File: src/rtl/tmr_map.svh
/*
  Register offsets, field positions and reset values of the timer block.
  Assumes a 32-bit AXI4-Lite slave with one register per aligned word.
*/
`ifndef TMR_MAP_SVH
`define TMR_MAP_SVH
`define OFF_PIE 12'h000
`define OFF_CTRL 12'h004
`define OFF_TLO 12'h008
`define OFF_THI 12'h00c
`define OFF_CCLO 12'h010
`define OFF_CCHI 12'h014
`define OFF_CCCTL 12'h018
`define OFF_STAT 12'h01c
`define OFF_MASK 12'h020
`define OFF_CORE 12'h024
`define PIE_IMPL 8'h7f
`define PIE_OVF 0
`define PIE_CC 2
`define CTRL_RUN 0
`define CTRL_ASYNC 1
`define CTRL_GATE_EN 2
`define CTRL_CSYNC 3
`define CORE_GIE 1
`define CORE_PERIPHERAL_IRQ_GATE 0
`define CC_MODE_LSB 0
`define CC_MODE_MSB 1
`define ST_OVF 0
`define ST_CC 1
`define ST_WAKE 2
`define ST_W 3
`define T_MAX 16'hffff
`define T_ZERO 16'h0000
`define RESP_OK 2'b00
`define RESP_ERR 2'b10
`endif

File: src/rtl/tmr_pkg.sv
/*
  Types shared by the timer block.
  Assumes the map header is included alongside.
*/
package tmr_pkg;
  typedef enum logic [1:0] {
    CC_OFF = 2'b00,
    CC_CAPTURE = 2'b01,
    CC_COMPARE = 2'b10,
    CC_SPECIAL = 2'b11
  } cc_mode_t;
  typedef enum logic [2:0] {
    BUS_IDLE = 3'b001,
    BUS_WRESP = 3'b010,
    BUS_RRESP = 3'b100
  } bus_state_t;
endpackage

File: src/rtl/timer_overflow_event.sv
/*
  16-bit timer with overflow flag, interrupt gating, sleep wake-up and
  capture/compare time base, reached over AXI4-Lite.
  Assumes inputs synchronous to clk_sys_i; the external count tick and
  capture event are single-cycle strobes from surrounding logic.
*/
// Notes on behaviour
// - Count to FFFFh, wrap to zero, flag
// - Overflow irq needs enable, peripheral, global, or mask bit 0 for irq_o
// - Flag stays set until software clears
// - Sleep counting only in asynchronous mode
// - Overflow in sleep wakes when enabled
// - Wake with global enable vectors after
// - Capture/compare uses the timer as base
// - Capture copies timer into capture pair
// - Compare match raises compare event
// - Special trigger clears timer pair
// - Special clear never sets overflow flag
// - Software write beats special trigger
// - Comparator gate synchronised to timer tick
// - Overflow enable is enable register bit 0
// - Peripheral gate blocks periph_irq_o, not the status mask path to irq_o
// - Enable bit 7 zero, reset to zero
`timescale 1ns/1ps
`include "tmr_map.svh"
module timer_overflow_event
  import tmr_pkg::*;
(
  input wire logic clk_sys_i,
  input wire logic sys_rst_i,
  input wire logic [11:0] s_axi_awaddr,
  input wire logic s_axi_awvalid,
  output logic s_axi_awready,
  input wire logic [31:0] s_axi_wdata,
  input wire logic [3:0] s_axi_wstrb,
  input wire logic s_axi_wvalid,
  output logic s_axi_wready,
  output logic [1:0] s_axi_bresp,
  output logic s_axi_bvalid,
  input wire logic s_axi_bready,
  input wire logic [11:0] s_axi_araddr,
  input wire logic s_axi_arvalid,
  output logic s_axi_arready,
  output logic [31:0] s_axi_rdata,
  output logic [1:0] s_axi_rresp,
  output logic s_axi_rvalid,
  input wire logic s_axi_rready,
  input wire logic ext_tick_i,
  input wire logic sleep_i,
  input wire logic comp_out_i,
  input wire logic capture_event_i,
  output logic irq_o,
  output logic periph_irq_o,
  output logic wake_o,
  output logic vector_req_o
);
  logic [7:0] peripheral_irq_enable_one;
  logic [3:0] second_timer_control;
  logic [1:0] core_irq_control;
  logic [1:0] cc_mode;
  logic [15:0] count;
  logic [15:0] capcmp;
  logic [`ST_W-1:0] status;
  logic [`ST_W-1:0] mask;
  logic comp_sync;
  logic wake_pend;
  bus_state_t bus_state;
  logic [11:0] aw_addr;
  logic aw_held;
  logic [31:0] w_data;
  logic [3:0] w_strb;
  logic w_held;

  // Write channel capture: address and data in either order
  wire aw_take = s_axi_awvalid && s_axi_awready;
  wire w_take = s_axi_wvalid && s_axi_wready;
  wire aw_have = aw_held || aw_take;
  wire w_have = w_held || w_take;
  wire [11:0] wa = aw_held ? aw_addr : s_axi_awaddr;
  wire [31:0] wd = w_held ? w_data : s_axi_wdata;
  wire [3:0] ws = w_held ? w_strb : s_axi_wstrb;
  wire wr_go = (bus_state == BUS_IDLE) && aw_have && w_have;
  wire rd_go = (bus_state == BUS_IDLE) && s_axi_arvalid && !wr_go;
  wire b0 = ws[0];
  wire b1 = ws[1];

  wire wr_pie = wr_go && b0 && (wa == `OFF_PIE);
  wire wr_ctrl = wr_go && b0 && (wa == `OFF_CTRL);
  wire wr_tlo = wr_go && b0 && (wa == `OFF_TLO);
  wire wr_thi = wr_go && b0 && (wa == `OFF_THI);
  wire wr_cclo = wr_go && b0 && (wa == `OFF_CCLO);
  wire wr_cchi = wr_go && b0 && (wa == `OFF_CCHI);
  wire wr_ccctl = wr_go && b0 && (wa == `OFF_CCCTL);
  wire wr_stat = wr_go && b0 && (wa == `OFF_STAT);
  wire wr_mask = wr_go && b0 && (wa == `OFF_MASK);
  wire wr_core = wr_go && b0 && (wa == `OFF_CORE);
  wire wr_hit;
  assign wr_hit = (wa == `OFF_PIE) || (wa == `OFF_CTRL) ||
    (wa == `OFF_TLO) || (wa == `OFF_THI) || (wa == `OFF_CCLO) ||
    (wa == `OFF_CCHI) || (wa == `OFF_CCCTL) || (wa == `OFF_STAT) ||
    (wa == `OFF_MASK) || (wa == `OFF_CORE);
  wire unused_b1 = b1;

  // Timer qualification
  wire run = second_timer_control[`CTRL_RUN];
  wire async_mode = second_timer_control[`CTRL_ASYNC];
  wire gate_en = second_timer_control[`CTRL_GATE_EN];
  wire csync = second_timer_control[`CTRL_CSYNC];
  // Sync keeps a gate edge from splitting a tick
  wire gate_lvl = csync ? comp_sync : comp_out_i;
  wire gate_ok = !gate_en || gate_lvl;
  // Synchronous mode has no clock in sleep
  wire sleep_ok = !sleep_i || async_mode;
  wire tick = run && ext_tick_i && gate_ok && sleep_ok;
  wire wrap = tick && (count == `T_MAX);
  wire [15:0] count_inc = count + 16'h0001;

  // Capture/compare on the timer base
  wire is_cap = (cc_mode == CC_CAPTURE);
  wire is_cmp = (cc_mode == CC_COMPARE) || (cc_mode == CC_SPECIAL);
  wire cap_hit = is_cap && capture_event_i;
  wire cmp_hit = is_cmp && (capcmp == count);
  // Asynchronous timer may skip this match
  wire special = cmp_hit && (cc_mode == CC_SPECIAL);
  wire sw_tw = wr_tlo || wr_thi;

  logic [15:0] next_count;
  always_comb begin
    next_count = count;
    if (wr_tlo) begin
      next_count[7:0] = wd[7:0];
    end else if (wr_thi) begin
      next_count[15:8] = wd[7:0];
    end else if (special) begin
      next_count = `T_ZERO;
    end else if (tick) begin
      next_count = wrap ? `T_ZERO : count_inc;
    end
  end

  logic [15:0] next_capcmp;
  always_comb begin
    next_capcmp = capcmp;
    if (cap_hit) begin
      next_capcmp = count;
    end else if (wr_cclo) begin
      next_capcmp[7:0] = wd[7:0];
    end else if (wr_cchi) begin
      next_capcmp[15:8] = wd[7:0];
    end
  end

  // Only a true wrap sets the overflow flag, never a special clear
  wire ovf_ev = wrap && !sw_tw && !special;
  wire cc_ev = cap_hit || cmp_hit;
  wire oe = peripheral_irq_enable_one[`PIE_OVF];
  wire pe = core_irq_control[`CORE_PERIPHERAL_IRQ_GATE];
  wire ge = core_irq_control[`CORE_GIE];
  wire wake_ev = sleep_i && ovf_ev && run && oe && pe;
  logic [`ST_W-1:0] set_v;
  assign set_v = {wake_ev, cc_ev, ovf_ev};
  logic [`ST_W-1:0] clr_v;
  assign clr_v = wr_stat ? wd[`ST_W-1:0] : '0;
  // Set beats a clear in the same cycle
  logic [`ST_W-1:0] next_status;
  assign next_status = (status & ~clr_v) | set_v;
  wire ovf_req = status[`ST_OVF] && oe;
  wire cc_req = status[`ST_CC] && peripheral_irq_enable_one[`PIE_CC];
  wire next_periph = pe && (ovf_req || cc_req);
  wire next_irq = ge && next_periph;
  // Vector after next instruction is the core's job
  wire next_vec = wake_pend && ge && sleep_i;

  // Read mux
  logic [31:0] rd_val;
  logic rd_hit;
  wire [11:0] ra = s_axi_araddr;
  always_comb begin
    rd_val = 32'h0000_0000;
    rd_hit = 1'b1;
    if (ra == `OFF_PIE) begin
      rd_val[7:0] = peripheral_irq_enable_one & `PIE_IMPL;
    end else if (ra == `OFF_CTRL) begin
      rd_val[3:0] = second_timer_control;
    end else if (ra == `OFF_TLO) begin
      rd_val[7:0] = count[7:0];
    end else if (ra == `OFF_THI) begin
      rd_val[7:0] = count[15:8];
    end else if (ra == `OFF_CCLO) begin
      rd_val[7:0] = capcmp[7:0];
    end else if (ra == `OFF_CCHI) begin
      rd_val[7:0] = capcmp[15:8];
    end else if (ra == `OFF_CCCTL) begin
      rd_val[1:0] = cc_mode;
    end else if (ra == `OFF_STAT) begin
      rd_val[`ST_W-1:0] = status;
    end else if (ra == `OFF_MASK) begin
      rd_val[`ST_W-1:0] = mask;
    end else if (ra == `OFF_CORE) begin
      rd_val[1:0] = core_irq_control;
    end else begin
      rd_hit = 1'b0;
    end
  end

  always_ff @(posedge clk_sys_i or posedge sys_rst_i) begin
    if (sys_rst_i) begin
      peripheral_irq_enable_one <= 8'h00;
      second_timer_control <= 4'h0;
      core_irq_control <= 2'h0;
      cc_mode <= CC_OFF;
    end else begin
      if (wr_pie) begin
        peripheral_irq_enable_one <= wd[7:0] & `PIE_IMPL;
      end
      if (wr_ctrl) begin
        second_timer_control <= wd[3:0];
      end
      if (wr_core) begin
        core_irq_control <= wd[1:0];
      end
      if (wr_ccctl) begin
        cc_mode <= wd[`CC_MODE_MSB:`CC_MODE_LSB];
      end
    end
  end

  always_ff @(posedge clk_sys_i or posedge sys_rst_i) begin
    if (sys_rst_i) begin
      count <= `T_ZERO;
      capcmp <= `T_ZERO;
      status <= '0;
      mask <= '0;
      comp_sync <= 1'b0;
      wake_pend <= 1'b0;
    end else begin
      count <= next_count;
      capcmp <= next_capcmp;
      status <= next_status;
      if (wr_mask) begin
        mask <= wd[`ST_W-1:0];
      end
      comp_sync <= ext_tick_i ? comp_out_i : comp_sync;
      wake_pend <= wake_ev ? 1'b1 : (wake_pend && sleep_i);
    end
  end

  always_ff @(posedge clk_sys_i or posedge sys_rst_i) begin
    if (sys_rst_i) begin
      irq_o <= 1'b0;
      periph_irq_o <= 1'b0;
      wake_o <= 1'b0;
      vector_req_o <= 1'b0;
    end else begin
      irq_o <= next_irq || |(next_status & mask);
      periph_irq_o <= next_periph;
      wake_o <= wake_ev;
      vector_req_o <= next_vec;
    end
  end

  // AXI4-Lite handshake
  always_ff @(posedge clk_sys_i or posedge sys_rst_i) begin
    if (sys_rst_i) begin
      bus_state <= BUS_IDLE;
      aw_held <= 1'b0;
      w_held <= 1'b0;
      aw_addr <= 12'h000;
      w_data <= 32'h0000_0000;
      w_strb <= 4'h0;
      s_axi_awready <= 1'b0;
      s_axi_wready <= 1'b0;
      s_axi_arready <= 1'b0;
      s_axi_bvalid <= 1'b0;
      s_axi_bresp <= `RESP_OK;
      s_axi_rvalid <= 1'b0;
      s_axi_rresp <= `RESP_OK;
      s_axi_rdata <= 32'h0000_0000;
    end else begin
      s_axi_arready <= 1'b0;
      if (aw_take) begin
        aw_held <= 1'b1;
        aw_addr <= s_axi_awaddr;
      end
      if (w_take) begin
        w_held <= 1'b1;
        w_data <= s_axi_wdata;
        w_strb <= s_axi_wstrb;
      end
      s_axi_awready <= (bus_state == BUS_IDLE) && !aw_have &&
        !s_axi_awready;
      s_axi_wready <= (bus_state == BUS_IDLE) && !w_have &&
        !s_axi_wready;
      case (bus_state)
        BUS_IDLE: begin
          if (wr_go) begin
            aw_held <= 1'b0;
            w_held <= 1'b0;
            s_axi_awready <= 1'b0;
            s_axi_wready <= 1'b0;
            s_axi_bvalid <= 1'b1;
            s_axi_bresp <= wr_hit ? `RESP_OK : `RESP_ERR;
            bus_state <= BUS_WRESP;
          end else if (rd_go) begin
            s_axi_arready <= 1'b1;
            s_axi_rvalid <= 1'b1;
            s_axi_rdata <= rd_val;
            s_axi_rresp <= rd_hit ? `RESP_OK : `RESP_ERR;
            bus_state <= BUS_RRESP;
          end
        end
        BUS_WRESP: begin
          if (s_axi_bready) begin
            s_axi_bvalid <= 1'b0;
            bus_state <= BUS_IDLE;
          end
        end
        BUS_RRESP: begin
          if (s_axi_rready) begin
            s_axi_rvalid <= 1'b0;
            bus_state <= BUS_IDLE;
          end
        end
        default: begin
          bus_state <= BUS_IDLE;
        end
      endcase
    end
  end
endmodule

File: config.mk
export PLATFORM = sky130hd
export DESIGN_NAME = timer_overflow_event
export DESIGN_NICKNAME = d
export VERILOG_FILES = /design/src/rtl/tmr_pkg.sv /design/src/rtl/timer_overflow_event.sv
export VERILOG_INCLUDE_DIRS = /design/src /design/src/rtl
export SDC_FILE = /design/constraint.sdc
export NUM_CORES = 1
export LEC_CHECK = 0
export ABC_AREA = 1
export BUFFER_PORTS_ARGS = -buffer_cell sky130_fd_sc_hd__buf_2
export CAP_MARGIN = 20
export CORE_MARGIN = 3
export CORE_UTILIZATION = 50
export CTS_CLUSTER_DIAMETER = 80
export DETAILED_ROUTE_END_ITERATION = 12
export PLACE_DENSITY = 0.74
export SLEW_MARGIN = 20
export SYNTH_ARGS = -nofsm -noshare
export SYNTH_HDL_FRONTEND = slang
export SYNTH_SLANG_ARGS = --single-unit
File: constraint.sdc
create_clock -name clk_sys_i -period 5.8 [get_ports clk_sys_i]
set_input_delay 0.58 -clock clk_sys_i [delete_from_list [all_inputs] [get_ports clk_sys_i]]
set_output_delay 0.58 -clock clk_sys_i [all_outputs]
set_load 0.1 [all_outputs]
==> impl_metrics.py <==
metrics = {
    "power": {
        "cellPowerDensity_nw_per_um2": 347,
        "p_switching_uw": 1080,
        "power.leakage_uw": 0.00364,
        "power_frac_comb": 0.353,
        "p_int_uw": 1370,
        "pwr-share-seq": 0.380,
        "vdd_ir_drop_max_v": 0.000285,
        "power.share.clock": 0.267,
        "netSwitchingFraction": 0.442,
        "report.power.total_uw": 2450,
    },
    "timing": {
        "min_period_ns": 2.68,
        "rsz0062_at_grt": "false",
        "slew_violations": 0,
        "setup_viol": 0,
        "setup-tns-final_ns": 0,
        "relSlewSlack": 0.378,
        "max_freq_mhz": 374,
        "worst_pin_slew_ns": 0.923,
        "period_share": 0.461,
        "layout_setup_ws_ns": 3.12,
        "hold_viol_final": 0,
        "clock_skew_ns": 0.00638,
    },
    "placement": {
        "port_buffers": 62,
        "place_congestion": 0.974,
        "hpwl_mm": 13.6,
        "place_ws_ns": 2.87,
    },
    "drt": {
        "antenna_left": 0,
        "vias_per_cell": 5.47,
        "drt-total-wl_mm": 17.9,
        "vias": 6079,
        "firstDrtPassIters": 8,
        "drt-initial-drc-count": 701,
        "drc": 0,
        "wl_per_cell_um": 16.1,
    },
    "global_route": {
        "grt_max_degree": 69,
        "use_met2": 0.403,
        "grt_usage": 0.259,
        "antenna_found_initial": 0,
        "grt.overflow.total": 0,
        "grt_busiest_layer": "met2",
        "grtUsageMet3": 0.0560,
        "met1_usage": 0.365,
        "grt_pass1_wl_mm": 29.1,
        "grt_pass1_vias": 5656,
    },
    "die": {
        "start_util": 0.523,
        "ioPinCount": 116,
        "rows": 40,
        "fp.dieArea_um2": 14200,
        "die_y_um": 119,
        "coreArea_um2": 12300,
        "die_w_um": 119,
    },
    "cts": {
        "cts-root-to-sink-buffers": 2,
        "post-cts-setup-buffers": 0,
        "cts_max_level": 3,
        "path_clk_slew_ns": 0.07,
        "cts.sinks": 100,
        "cts_tree": "done",
        "cts_inserted_buffers": 9,
        "root_buffer": "clkbuf_16",
        "cts_hold_buffers": 0,
        "postCtsResizedCells": 0,
        "clk_latency_ns": 0.36,
    },
    "min_path": {
        "hold_class": "input port to asynchronous set/reset pin",
    },
    "worst_setup_path": {
        "cp-end-kind": "register",
        "worstSetupPathType": "register to register",
        "cp.arrival_ns": 2.93,
        "cp-start-kind": "register",
        "worstPathMaxFanout": 24,
        "cp.required_ns": 6.06,
    },
    "yosys": {
        "ys_async_sr_fraction": 1.00,
        "syn_area_um2": 6410,
        "synth_cell_type_count": 50,
        "yosys_register_bits": 100,
        "yosysWarnings": 0,
        "synthesis.instances": 885,
        "syn_area_per_cell_um2": 7.25,
        "ys.flop_type": "dfrtp_1",
        "yosysSeqAreaShare": 0.390,
        "synth_edf_count": 0,
    },
    "final_layout": {
        "finish.utilization": 0.575,
        "drive_gt1_frac": 0.141,
        "fin_nets": 1011,
        "n_fill_cell": 1191,
        "n_antenna_cell": 0,
        "area_growth_pct": 9.87,
    },
    "run_status": {
        "outcome": "finished clean",
    },
    "job": {
        "cap_violations": 0,
    },
}
worst paths after layout:
check | from | endpoint | cells after the start | slack (ns)
min reg2reg | s_axi_awready | s_axi_awready | 1 | 0.46
min in group clk_sys_i | s_axi_arvalid | bus_state[0] | 2 | 0.37
min | sys_rst_i | second_timer_control[2] | 2 | 0.22
max reg2reg | s_axi_awready | s_axi_rdata[2] | 11 | 3.12
max | s_axi_awready | s_axi_rdata[2] | 11 | 3.12
max in group asynchronous | sys_rst_i | count[13] | 3 | 4.40
synthesized netlist by cell type (4+ instances only):
cell / count / area [um^2]
buf_4: 29 / 218
nand2_4: 4 / 45.0
dfrtp_1: 99 / 2480
inv_2: 8 / 30.0
nor3_1: 25 / 125
nand4_1: 23 / 144
xor2_1: 12 / 105
nor3b_1: 4 / 30.0
mux2_2: 4 / 45.0
a22oi_1: 6 / 45.0
inv_1: 102 / 383
nand3_2: 7 / 70.1
nand2_2: 6 / 37.5
buf_2: 5 / 25.0
a21oi_1: 29 / 145
nor2_1: 91 / 342
nand2_1: 229 / 860
o21ai_1: 7 / 35.0
o211ai_2: 5 / 62.6
o21ai_0: 74 / 370
o211ai_1: 9 / 67.6
nand3_1: 53 / 265
clkbuf_1: 6 / 22.5
metrics by stage:
| step | cells | hold slack (ns) | area (um^2) |
|---|---|---|---|
| after detailed placement | 1096 | 0.447 | 6730 |
| final | 1112 | 0.216 | 7050 |
| after global placement | 1096 | 0.443 | 6730 |
| after global routing | 1112 | 0.245 | 7050 |
| after floorplan | 910 | 0.434 | 6510 |
| after CTS | 1112 | 0.233 | 7050 |
per-layer routing:
layer | share of wire | vias to the layer above
li1 | - | 2948
met1 | 0.45 | 2857
met2 | 0.46 | 243
met3 | 0.076 | 31
met4 | 0.016 | 0
met5 | 0 | -
worst max-delay path: stages (launching register included):
cell and delay, ns:
dfrtp_1 0.37, nand2_1 0.39, nand2_1 0.27, nand3_4 0.17, inv_1 0.17, nor2_1 0.06, nand2_1 0.39, clkinv_1 0.37
o21ai_0 0.16, a21oi_1 0.06, nand2_1 0.10, nand2_1 0.05
logic make-up after synthesis:
group	Yosys count	share of synthesized area
buffers and inverters	158	0.114
adder cells (fa/ha/maj)	1	0.00195
XOR/XNOR	14	0.0191
other	1	0.000585
AND/OR/NAND/NOR	462	0.334
AO/OA/AOI/OAI	145	0.132
multiplexers	4	0.00702
flip-flops	100	0.390
flip-flops by register name (all words and copies together), names as in the netlist, 2 cells and up:
signal	count
second_timer_control	4
capcmp	16
w_data	8
status	3
bus_state	3
cc_mode	2
count	16
mask	3
aw_addr	12
core_irq_control	2
peripheral_irq_enable_one	7
s_axi_rdata	8
final cells by class:
class / instances / area, um^2 / share of cell area
Multi-Input combinational cell: 652 / 3270 / 0.464
Sequential cell: 100 / 2500 / 0.355
Inverter: 113 / 428 / 0.0607
Timing Repair Buffer: 63 / 318 / 0.0451
Clock buffer: 10 / 239 / 0.0339
Tap cell: 168 / 210 / 0.0298
Clock inverter: 6 / 78.8 / 0.0112
power groups by stage:
stage / combinational, uW / clock [uW] / sequential, uW
after floorplan: 521 / 0 / 1110
final: 865 / 653 / 929
after CTS: 863 / 656 / 928
after detailed placement: 859 / 0 / 942
after global placement: 847 / 0 / 937
after global routing: 947 / 685 / 949
cell usage in the layout, fill, tap and decap left out, types with 7 or more instances in the layout:
master and n:
a21oi_1 29, buf_2 62, clkbuf_16 9, conb_1 26, dfrtp_1 99, inv_1 101
inv_2 8, nand2_1 229, nand3_1 53, nand3_2 7, nand4_1 23, nor2_1 91
nor3_1 25, o211ai_1 9, o21ai_0 73, o21ai_1 8, xor2_1 12
Note: power is estimated with default switching activity, not from simulation.
